===== src/design/shift_move_pkg.sv =====
// Package with constants and op codes of the shift and move executor.
package shift_move_pkg;
  localparam int PTR_W = 16;
  localparam int BANK_W = 5;
  localparam int PAGE_W = 7;
  localparam int OFS_W = 6;
  localparam logic [7:0] ACC_RESET = 8'h00;
  localparam logic FLAG_RESET = 1'b0;
  localparam logic [PTR_W-1:0] PTR_RESET = 16'h0000;
  localparam logic [PTR_W-1:0] PTR_ONE = 16'h0001;
  localparam logic [BANK_W-1:0] BANK_RESET = 5'h00;
  localparam logic [PAGE_W-1:0] PAGE_RESET = 7'h00;
  typedef enum logic [2:0] {
    OP_NONE        = 3'b000,
    OP_SHIFT_RIGHT = 3'b001,
    OP_FILE_COPY   = 3'b010,
    OP_IND_LOAD    = 3'b011,
    OP_IND_OFFSET  = 3'b100,
    OP_BANK_LIT    = 3'b101,
    OP_PAGE_LIT    = 3'b110,
    OP_ACC_LIT     = 3'b111
  } op_type;
  typedef enum logic [1:0] {
    UPD_PRE_INC  = 2'b00,
    UPD_PRE_DEC  = 2'b01,
    UPD_POST_INC = 2'b10,
    UPD_POST_DEC = 2'b11
  } upd_type;
endpackage : shift_move_pkg


===== src/design/shift_move_instruction_exec.sv =====
// Single-cycle executor for shift, copy, indirect load and literal ops.
`timescale 1ns/1ps
module shift_move_instruction_exec
  import shift_move_pkg::*;
(
  // Clock and reset.
  input  wire logic               i_clk,
  input  wire logic               i_rst,
  // Decoded instruction.
  input  wire logic               i_valid,
  input  wire op_type             i_op,
  input  wire logic               i_dest,
  input  wire logic [7:0]         i_literal,
  input  wire logic               i_ptr_sel,
  input  wire upd_type            i_upd,
  input  wire logic [OFS_W-1:0]   i_offset,
  // Operand data from file or memory, same cycle.
  input  wire logic [7:0]         i_file_data,
  input  wire logic [7:0]         i_mem_data,
  // Memory and file access.
  output logic [PTR_W-1:0]        o_mem_addr,
  output logic                    o_file_we,
  output logic [7:0]              o_file_wdata,
  // Architectural state.
  output logic [7:0]              o_acc,
  output logic                    o_carry,
  output logic                    o_zero,
  output logic [BANK_W-1:0]       o_bank,
  output logic [PAGE_W-1:0]       o_page,
  output logic [PTR_W-1:0]        o_ptr0,
  output logic [PTR_W-1:0]        o_ptr1
);
  logic [7:0]       acc_q, acc_d;
  logic             carry_q, carry_d, zero_q, zero_d;
  logic [BANK_W-1:0] bank_q, bank_d;
  logic [PAGE_W-1:0] page_q, page_d;
  logic [PTR_W-1:0] ptr_q [2];
  logic [PTR_W-1:0] ptr_d [2];
  logic [PTR_W-1:0] cur_ptr, inc_ptr, dec_ptr, new_ptr, addr;
  logic [PTR_W-1:0] ofs_ext;
  logic [7:0]       result;
  logic             wr_file;

  // Pointer arithmetic wraps naturally at sixteen bits.
  always_comb begin
    cur_ptr = ptr_q[i_ptr_sel];
    inc_ptr = cur_ptr + PTR_ONE;
    dec_ptr = cur_ptr - PTR_ONE;
    new_ptr = i_upd[0] ? dec_ptr : inc_ptr;
    ofs_ext = {{(PTR_W-OFS_W){i_offset[OFS_W-1]}}, i_offset};
    if (i_op == OP_IND_OFFSET) begin
      addr = cur_ptr + ofs_ext;
    end else if (i_upd[1]) begin
      addr = cur_ptr;
    end else begin
      addr = new_ptr;
    end
  end

  // Next state of all architectural registers.
  always_comb begin
    acc_d   = acc_q;
    carry_d = carry_q;
    zero_d  = zero_q;
    bank_d  = bank_q;
    page_d  = page_q;
    ptr_d[0] = ptr_q[0];
    ptr_d[1] = ptr_q[1];
    result  = 8'h00;
    wr_file = 1'b0;
    if (i_valid) begin
      unique case (i_op)
        OP_SHIFT_RIGHT: begin
          result  = {1'b0, i_file_data[7:1]};
          carry_d = i_file_data[0];
          zero_d  = (result == 8'h00);
          wr_file = i_dest;
          if (!i_dest) acc_d = result;
        end
        OP_FILE_COPY: begin
          result  = i_file_data;
          zero_d  = (result == 8'h00);
          wr_file = i_dest;
          if (!i_dest) acc_d = result;
        end
        OP_IND_LOAD: begin
          acc_d  = i_mem_data;
          zero_d = (i_mem_data == 8'h00);
          ptr_d[i_ptr_sel] = new_ptr;
        end
        OP_IND_OFFSET: begin
          acc_d  = i_mem_data;
          zero_d = (i_mem_data == 8'h00);
        end
        OP_BANK_LIT: bank_d = i_literal[BANK_W-1:0];
        OP_PAGE_LIT: page_d = i_literal[PAGE_W-1:0];
        OP_ACC_LIT:  acc_d  = i_literal;
        OP_NONE: ;
      endcase
    end
  end

  always_ff @(posedge i_clk or posedge i_rst) begin
    if (i_rst) begin
      acc_q   <= ACC_RESET;
      carry_q <= FLAG_RESET;
      zero_q  <= FLAG_RESET;
      bank_q  <= BANK_RESET;
      page_q  <= PAGE_RESET;
      ptr_q[0] <= PTR_RESET;
      ptr_q[1] <= PTR_RESET;
    end else begin
      acc_q   <= acc_d;
      carry_q <= carry_d;
      zero_q  <= zero_d;
      bank_q  <= bank_d;
      page_q  <= page_d;
      ptr_q[0] <= ptr_d[0];
      ptr_q[1] <= ptr_d[1];
    end
  end

  assign o_mem_addr   = addr;
  assign o_file_we    = wr_file;
  assign o_file_wdata = result;
  assign o_acc   = acc_q;
  assign o_carry = carry_q;
  assign o_zero  = zero_q;
  assign o_bank  = bank_q;
  assign o_page  = page_q;
  assign o_ptr0  = ptr_q[0];
  assign o_ptr1  = ptr_q[1];
endmodule : shift_move_instruction_exec


===== config.mk =====
export PLATFORM = sky130hd
export DESIGN_NAME = shift_move_instruction_exec
export DESIGN_NICKNAME = d
export VERILOG_FILES = /design/src/design/shift_move_pkg.sv /design/src/design/shift_move_instruction_exec.sv
export SDC_FILE = /design/constraint.sdc
export NUM_CORES = 1
export LEC_CHECK = 0
export BUFFER_PORTS_ARGS = -buffer_cell sky130_fd_sc_hd__buf_2
export CORE_ASPECT_RATIO = 0.8
export CORE_MARGIN = 4
export CORE_UTILIZATION = 57
export CTS_CLUSTER_SIZE = 10
export DETAILED_ROUTE_END_ITERATION = 6
export PLACE_DENSITY = 0.94
export SYNTH_ARGS = -nofsm -noshare
export SYNTH_HDL_FRONTEND = slang
export SYNTH_SLANG_ARGS = --single-unit

===== constraint.sdc =====
create_clock -name i_clk -period 8.1 [get_ports i_clk]
set_input_delay 0.81 -clock i_clk [delete_from_list [all_inputs] [get_ports i_clk]]
set_output_delay 0.81 -clock i_clk [all_outputs]
set_load 0.1 [all_outputs]

# [Yosys cells after proc, flatten, opt, wreduce, memory -nomap -nowiden]
# Cells that the tools add are included.
# Widths: inputs -> output; s select.
[op_classes] muxes=17 n_eq_ne=9 reduce_logical=14 order_cmp=2 bitwise=1 n_addsub=3
[ops] op="$mux 16" count=7
[ops] op="$bwmux 32" count=1
[ops] op="$pmux 8 s4" count=1
[ops] op="$mux 8" count=3
[ops] op="$add 16x1->16 const B" count=1
[ops] op="$add 16x16->16" count=1
[ops] op="$demux 16 s1" count=1
[ops] op="$logic_not 8->1" count=2
[ops] op="$pmux 8 s2" count=1
[ops] op="$sub 16x1->16 const B" count=1
[ops] op="$eq 3x3->1 const B" count=4
[ops] op="$reduce_and 2->1" count=5
[ops] op="$logic_not 7->1" count=1
[ops] op="$eq 3x2->1 const B" count=2
[ops] op="$ne 2x2->1 const B" count=2
[ops] op="$reduce_and 4->1" count=1
[ops] op="$reduce_bool 4->1" count=1
[ops] op="$reduce_or 2->1" count=2
[ops] op="$eq 3x1->1 const B" count=1
[ops] op="$pmux 1 s3" count=1
[ops] op="$reduce_bool 3->1" count=1
[ops] op="$ge 2x2->1 const B" count=1
[ops] op="$lt 2x1->1 const B" count=1
[ops] op="$mux 1" count=2
[ops] op="other kinds (2)" count=2
[totals] elab_cells=53 regBits=54

# [Depth between registers and ports, before layout]
# Gate-level depths: netlist of run 1.
[logic_depth] depth_word=8 ltp_mapped=11 mapped_depth_nobuf=10

# [Least setup slack after synthesis of run 1]
# No wires, ideal clock.
[synth_timing] path_kind="input-to-output" from="input port i_ptr_sel" to="output port o_mem_addr[12]" n_path_buf=2 cell_stages=10 slack_ps=2204 t_arrival_ps=5086 required_ps=7290 path_cell_list="buf_6 -> clkbuf_1 -> mux2_2 -> fa_1 -> a211oi_1 -> o21bai_1 -> a21oi_1 -> o31ai_1 -> xnor2_1 -> o21ai_0"
[synth_via] elab_chain_cells=8 word_cells_on_any_way=10 cone_classes="3 x add/sub; 6 x mux; 1 x bitwise"
[synth_lines] item="from (decl)" line="shift_move_instruction_exec.sv:14" source="input wire logic i_ptr_sel,"
[synth_lines] item="$not 1->2 (implied by the code) (*)" line="shift_move_instruction_exec.sv:46" source="cur_ptr = ptr_q[i_ptr_sel];"
[synth_lines] item="$mux 16 (implied by the code) (*) (3 in series)" line="shift_move_instruction_exec.sv:46"
[synth_lines] item="$add 16x1->16 or $sub 16x1->16 (tied branches)" line="shift_move_instruction_exec.sv:47, shift_move_instruction_exec.sv:48"
[synth_lines] item="$mux 16" line="shift_move_instruction_exec.sv:49" source="new_ptr = i_upd[0] ? dec_ptr : inc_ptr;"
[synth_lines] item="$mux 16" line="shift_move_instruction_exec.sv:53" source="end else if (i_upd[1]) begin"
[synth_lines] item="$mux 16 (*)" line="shift_move_instruction_exec.sv:51" source="if (i_op == OP_IND_OFFSET) begin"
[synth_lines] item="to (decl)" line="shift_move_instruction_exec.sv:21" source="output logic [PTR_W-1:0] o_mem_addr,"
# Mark *: on every way between the ends. The rest lies on a longest branch, timed or not. The select of a mux whose other input is x is not followed.

# [Final worst setup path of run 1]
[layout_timing] from="input port i_ptr_sel" to="output port o_mem_addr[8]"
# Same word-level chain as after synthesis.

==> out/results.ini, run 1 <==
[clock_network]
ctsHoldBuffers=0
cts_tree=yes
clk-insertion-delay-late_ps=320
cts_buffers=5
post_cts_resized=0
cts_setup_buffers=0
clk_pin_slew_worst_paths_ps=90
htree_levels=2
clockBufferDepth=2
cts_sinks=54
cts_root_buf=clkbuf_8

[timing]
finClkSkew_ps=17.6
tns_ps=0
tightest_slew_ps=1220
fin_crit_ps=5020
fin_hold_ws_ps=482
hold_viol=0
maxSlewViolCount=0
maxSlewHeadroom_pct=18.8
rsz0062_at_grt=false
max_freq_mhz=199
period_share_pct=62.0
layout_setup_ws_ps=3080
finalSetupViolCount=0

[placed_design]
routabilityCongestion=0.975
dp_slack_ps=3160
io_buffers=118
hpwl_um=10900
placed_cells=750

[logic_synthesis]
synth_cell_types=57
yosysSeqAreaShare_pct=28.3
syn_area_per_cell_sq_um=8.61
synthCells=554
synthArstFlopShare_pct=100
synth-edff-count=0
ys_seq_elements=54
ys.warnings.count=0
ys.flop_type=dfrtp_1
synth_area_sq_um=4770
synth_nets=625

[drt]
routed_wirelength_um=14400
drt-initial-drc-count=464
firstDrtPassIters=5
wl_per_cell_um=18.9
viasPerCell=6.43
drc=0
ant_nets=0
route.vias.total=4873

[floorplan]
die_area_sq_um=9900
die_x_um=110
initial_utilization_pct=59.2
rows=29
core_area_sq_um=8060
die_y_um=89.8
io-pin-count=119

[worst_setup_path]
slowest_delay_ps=440
critPathKind=in2out
crit_path_frequent_cell=buf_2
slowest_stage=buf_2
reg2reg_setup_slack_ps=5140
crit_fanout=19
crit_chain=buf_2 -> mux2i_4 -> inv_1 -> ha_1 -> fa_1 -> a211oi_1 -> o21bai_1 -> and2_1 -> o41a_1 -> xor2_1 -> mux2_2 -> buf_2
cp.arrival_ps=4210
startpoint_type=input port
cp-end-kind=primary output
critPathRequiredTime_ps=7290

[global_routing]
grt_max_degree=55
track_usage_pct=28.5
grt_overflow=0
grt_pass1_wl_um=23100
grt_pass1_vias=4613
antenna_found_initial=0

[final_layout]
n_antenna_cell=0
nets=720
final_cells=758
drive_gt1_share_pct=27.4
layout_common_cells=buf_2 (118), nand2_1 (69), dfrtp_1 (54)
syn_to_final_growth_pct=14.6
final_common_cell=buf_2

[run]
drv_cap=0

[status]
status=finished, final reports clean

[min_path]
hold_path.class=reg2reg

[critical path, delay by kind of cell]
kind / cells / cell delay (ps)
buf+inv: 3 / 990
fa+ha+maj: 2 / 690
compound gates: 3 / 820
xor+xnor: 1 / 130
mux: 2 / 560
simple gates: 1 / 200
[path summary, 6_finish.rpt]
kind / start / endpoint / depth (start not counted)
setup / recovery: i_ptr_sel / o_mem_addr[8] / 12
setup reg to reg: o_ptr0[0] / o_ptr1[14] / 9
max in group asynchronous: i_rst / o_acc[2] / 2
hold / removal: o_acc[7] / o_acc[7] / 2
hold reg to reg: o_acc[7] / o_acc[7] / 2
min in group asynchronous: i_rst / o_ptr0[0] / 2
[registers in the layout, indices dropped and copies added, names as in the netlist]
register	flops
o_ptr1	16
o_acc	8
o_carry	1
o_bank	5
o_ptr0	16
o_zero	1
o_page	7
[kinds of logic (layout without fill, tap and decap cells)]
kind of cell,count (synthesis),after routing,synth area share [%]
AOI/OAI and AO/OA,175,175,24.9
xor gates and xnor gates,26,26,4.77
adders and majority gates,31,31,8.45
buffers and inverters,41,137,3.57
DFF,54,54,28.3
muxes,55,55,13.2
and+or+nand+nor,172,172,16.8
[cell usage after synthesis, drive strengths merged (10+ instances only)]
| library cell | count | share of area (%) |
|---|---|---|
| nor2 | 40 | 3.1 |
| xor2 | 10 | 1.8 |
| nor2b | 13 | 1.7 |
| a22oi | 17 | 2.7 |
| a21o | 18 | 2.8 |
| nand2 | 69 | 5.4 |
| buf | 10 | 1.1 |
| o21ai | 53 | 5.8 |
| mux2 | 43 | 10 |
| mux2i | 12 | 3.0 |
| xnor2 | 16 | 2.9 |
| clkbuf | 20 | 1.6 |
| ha | 29 | 7.6 |
| a21oi | 22 | 2.3 |
| a211oi | 16 | 2.5 |
| inv | 11 | 0.87 |
| nand3 | 13 | 1.4 |
| dfrtp | 54 | 28 |
[layer usage]
layer	GRT usage (%)	vias up	part of all wire, %	wire length, um
met5	0	-	0	0
met4	6.56	0	1.6	226
met3	4.23	25	8.2	1170
met2	45.9	275	48	6870
met1	40.4	2323	42	6090
li1	-	2250	-	-
[layout make-up]
cell class                      count  area (sq um)
Clock buffer                        6          82.6
Timing Repair Buffer              118           591
Fill cell                         661          2590
Clock inverter                      2          16.3
Sequential cell                    54          1350
Multi-Input combinational cell    459          3250
Inverter                           11          41.3
Tap cell                          108           135
[through the flow]
step                      utilization, %  area [sq um]
after floorplan                        -          4770
after global placement              66.6          5370
after detailed placement            66.6          5370
after CTS                           67.8          5470
after global routing                67.8          5470
final                               67.8          5470
Power of run 1 is left out: the tool's default activity adds up to more than one toggle a clock period on the data nets, which glitch-free logic cannot reach.
==> run 2, diff against run 1 <==
--- a/config.mk
+++ b/config.mk
@@ -8,10 +8,10 @@
 export BUFFER_PORTS_ARGS = -buffer_cell sky130_fd_sc_hd__buf_2
 export CORE_ASPECT_RATIO = 0.8
 export CORE_MARGIN = 4
-export CORE_UTILIZATION = 57
+export CORE_UTILIZATION = 55
 export CTS_CLUSTER_SIZE = 10
 export DETAILED_ROUTE_END_ITERATION = 6
-export PLACE_DENSITY = 0.94
+export PLACE_DENSITY = 0.91
 export SYNTH_ARGS = -nofsm -noshare
 export SYNTH_HDL_FRONTEND = slang
 export SYNTH_SLANG_ARGS = --single-unit
==> constraint.sdc (replaced) <==
create_clock -name i_clk -period 5.16 [get_ports i_clk]
set_input_delay 0.516 -clock i_clk [delete_from_list [all_inputs] [get_ports i_clk]]
set_output_delay 0.516 -clock i_clk [all_outputs]
set_load 0.1 [all_outputs]
==> out/results.ini, run 2 (synthesized netlist as in run 1, its figures left out) <==
[timing]
maxSlewViolCount=0  ; unchanged
period_share_pct=86.2
fin_crit_ps=4450
tightest_slew_ps=1110  ; -103 ps
finClkSkew_ps=13.8  ; -3.74 ps
tns_ps=0  ; unchanged
hold_viol=0  ; unchanged
maxSlewHeadroom_pct=25.6  ; +6.9 points
finalSetupViolCount=0  ; unchanged
max_freq_mhz=225
rsz0062_at_grt=false

[final_layout]
syn_to_final_growth_pct=15.4
ff_latch_area_sq_um=1350  ; unchanged
final_common_cell=buf_2
drive_gt1_share_pct=27.6  ; +0.22 points
layout_common_cells=buf_2 (118), nand2_1 (69), dfrtp_1 (54)
n_antenna_cell=0  ; unchanged
multiInputGateArea_sq_um=3250  ; unchanged
nets=722  ; +0.28%
num-fill-cells=738  ; +12%

[clock_network]
post_cts_resized=0  ; unchanged
cts_setup_buffers=0  ; unchanged
cts_sinks=54  ; unchanged
clk-insertion-delay-late_ps=310  ; about the same
clk_pin_slew_worst_paths_ps=110  ; +20 ps
cts_root_buf=clkbuf_8
clockBufferDepth=2  ; unchanged
ctsHoldBuffers=0  ; unchanged
cts_tree=yes
htree_levels=2  ; unchanged
cts_buffers=5  ; unchanged

[placed_design]
io_buffers=118  ; unchanged
routabilityCongestion=0.972  ; -0.33%
hpwl_um=10800  ; -1.4%

[run]
drv_cap=0  ; unchanged

[drt]
firstDrtPassIters=7  ; +2
drt-initial-drc-count=432  ; -6.9%
routed_wirelength_um=13900  ; -3.1%
viasPerCell=6.29  ; -2.1%
drc=0  ; unchanged
wl_per_cell_um=18.2  ; -3.8%
ant_nets=0  ; unchanged
route.vias.total=4809  ; -1.3%

[floorplan]
core_area_sq_um=8480  ; +5.3%
die_area_sq_um=10200  ; +3.3%
die_y_um=91.3  ; +1.6%
io-pin-count=119  ; unchanged
initial_utilization_pct=56.2  ; -3.0 points
rows=30  ; +3.4%
die_x_um=112  ; +1.7%

[global_routing]
grt_pass1_wl_um=22700  ; -2.0%
grt_max_degree=55  ; unchanged
track_usage_pct=26.4  ; -2.1 points
antenna_found_initial=0  ; unchanged
grt_overflow=0  ; unchanged
grt_pass1_vias=4466  ; -3.2%

[status]
status=finished, final reports clean

[worst_setup_path]
cp-end-kind=primary output
critPathKind=in2out
startpoint_type=input port
crit_fanout=19  ; unchanged
cp.arrival_ps=3930  ; -280 ps
critPathRequiredTime_ps=4640  ; -2650 ps

[min_path]
hold_path.class=in2async

run 2: changes by cell type in the layout (fill, tap and decap cells not counted), sizes merged:
cell / delta
clkbuf: -1
buf: +2
inv: +1
clkinvlp: -1
bufinv: +1
run 2: per-stage QoR:
step           setup WS [ps]  hold slack [ps]  util (%)  instance area [sq um]  cells
2_1_floorplan            243              649         -                   4770    554
3_3_place_gp             915              458      63.5                   5390    756
3_5_place_dp             825              469      63.5                   5390    756
4_1_cts                  816              401      64.9                   5500    764
5_1_grt                  542              432      64.9                   5500    764
6_report                 712              379      64.9                   5500    764
run 2: final timing paths:
check / start / endpoint / slack [ps] / cells past startpoint
max: i_ptr_sel / o_mem_addr[11] / 710 / 11
min: i_rst / o_ptr0[0] / 380 / 3
max reg2reg: o_ptr0[6] / o_ptr0[13] / 2280 / 8
min reg2reg: o_acc[1] / o_acc[1] / 480 / 2
max in group asynchronous: i_rst / o_acc[3] / 4320 / 3
min in group i_clk: i_literal[6] / o_page[6] / 460 / 2
run 2: final cells by class:
| class | instances | share of cell area, % |
|---|---|---|
| clock buffers | 5 | 1.25 |
| clock inverters | 3 | 0.864 |
| multi-input cells | 459 | 59.0 |
| well taps | 112 | 2.55 |
| flip-flops and latches | 54 | 24.6 |
| inverters | 11 | 0.750 |
| repair buffers | 120 | 11.0 |
run 2: layer usage:
metal / up-vias / track usage [%] / wire [um]
li1: 2255 / - / -
met1: 2288 / 37.5 / 6080
met2: 244 / 42.8 / 6650
met3: 22 / 3.93 / 970
met4: 0 / 5.81 / 216
met5: - / 0 / 0
run 2: critical path: stages:
cell and delay [ps]:
buf_2 430, mux2i_4 380, inv_1 130, ha_1 240
a211o_1 340, a2111oi_0 660, o221ai_1 320, nor2_1 190
xnor2_1 130, a22o_1 150, buf_2 420
Power of run 2 is left out for the same reason.
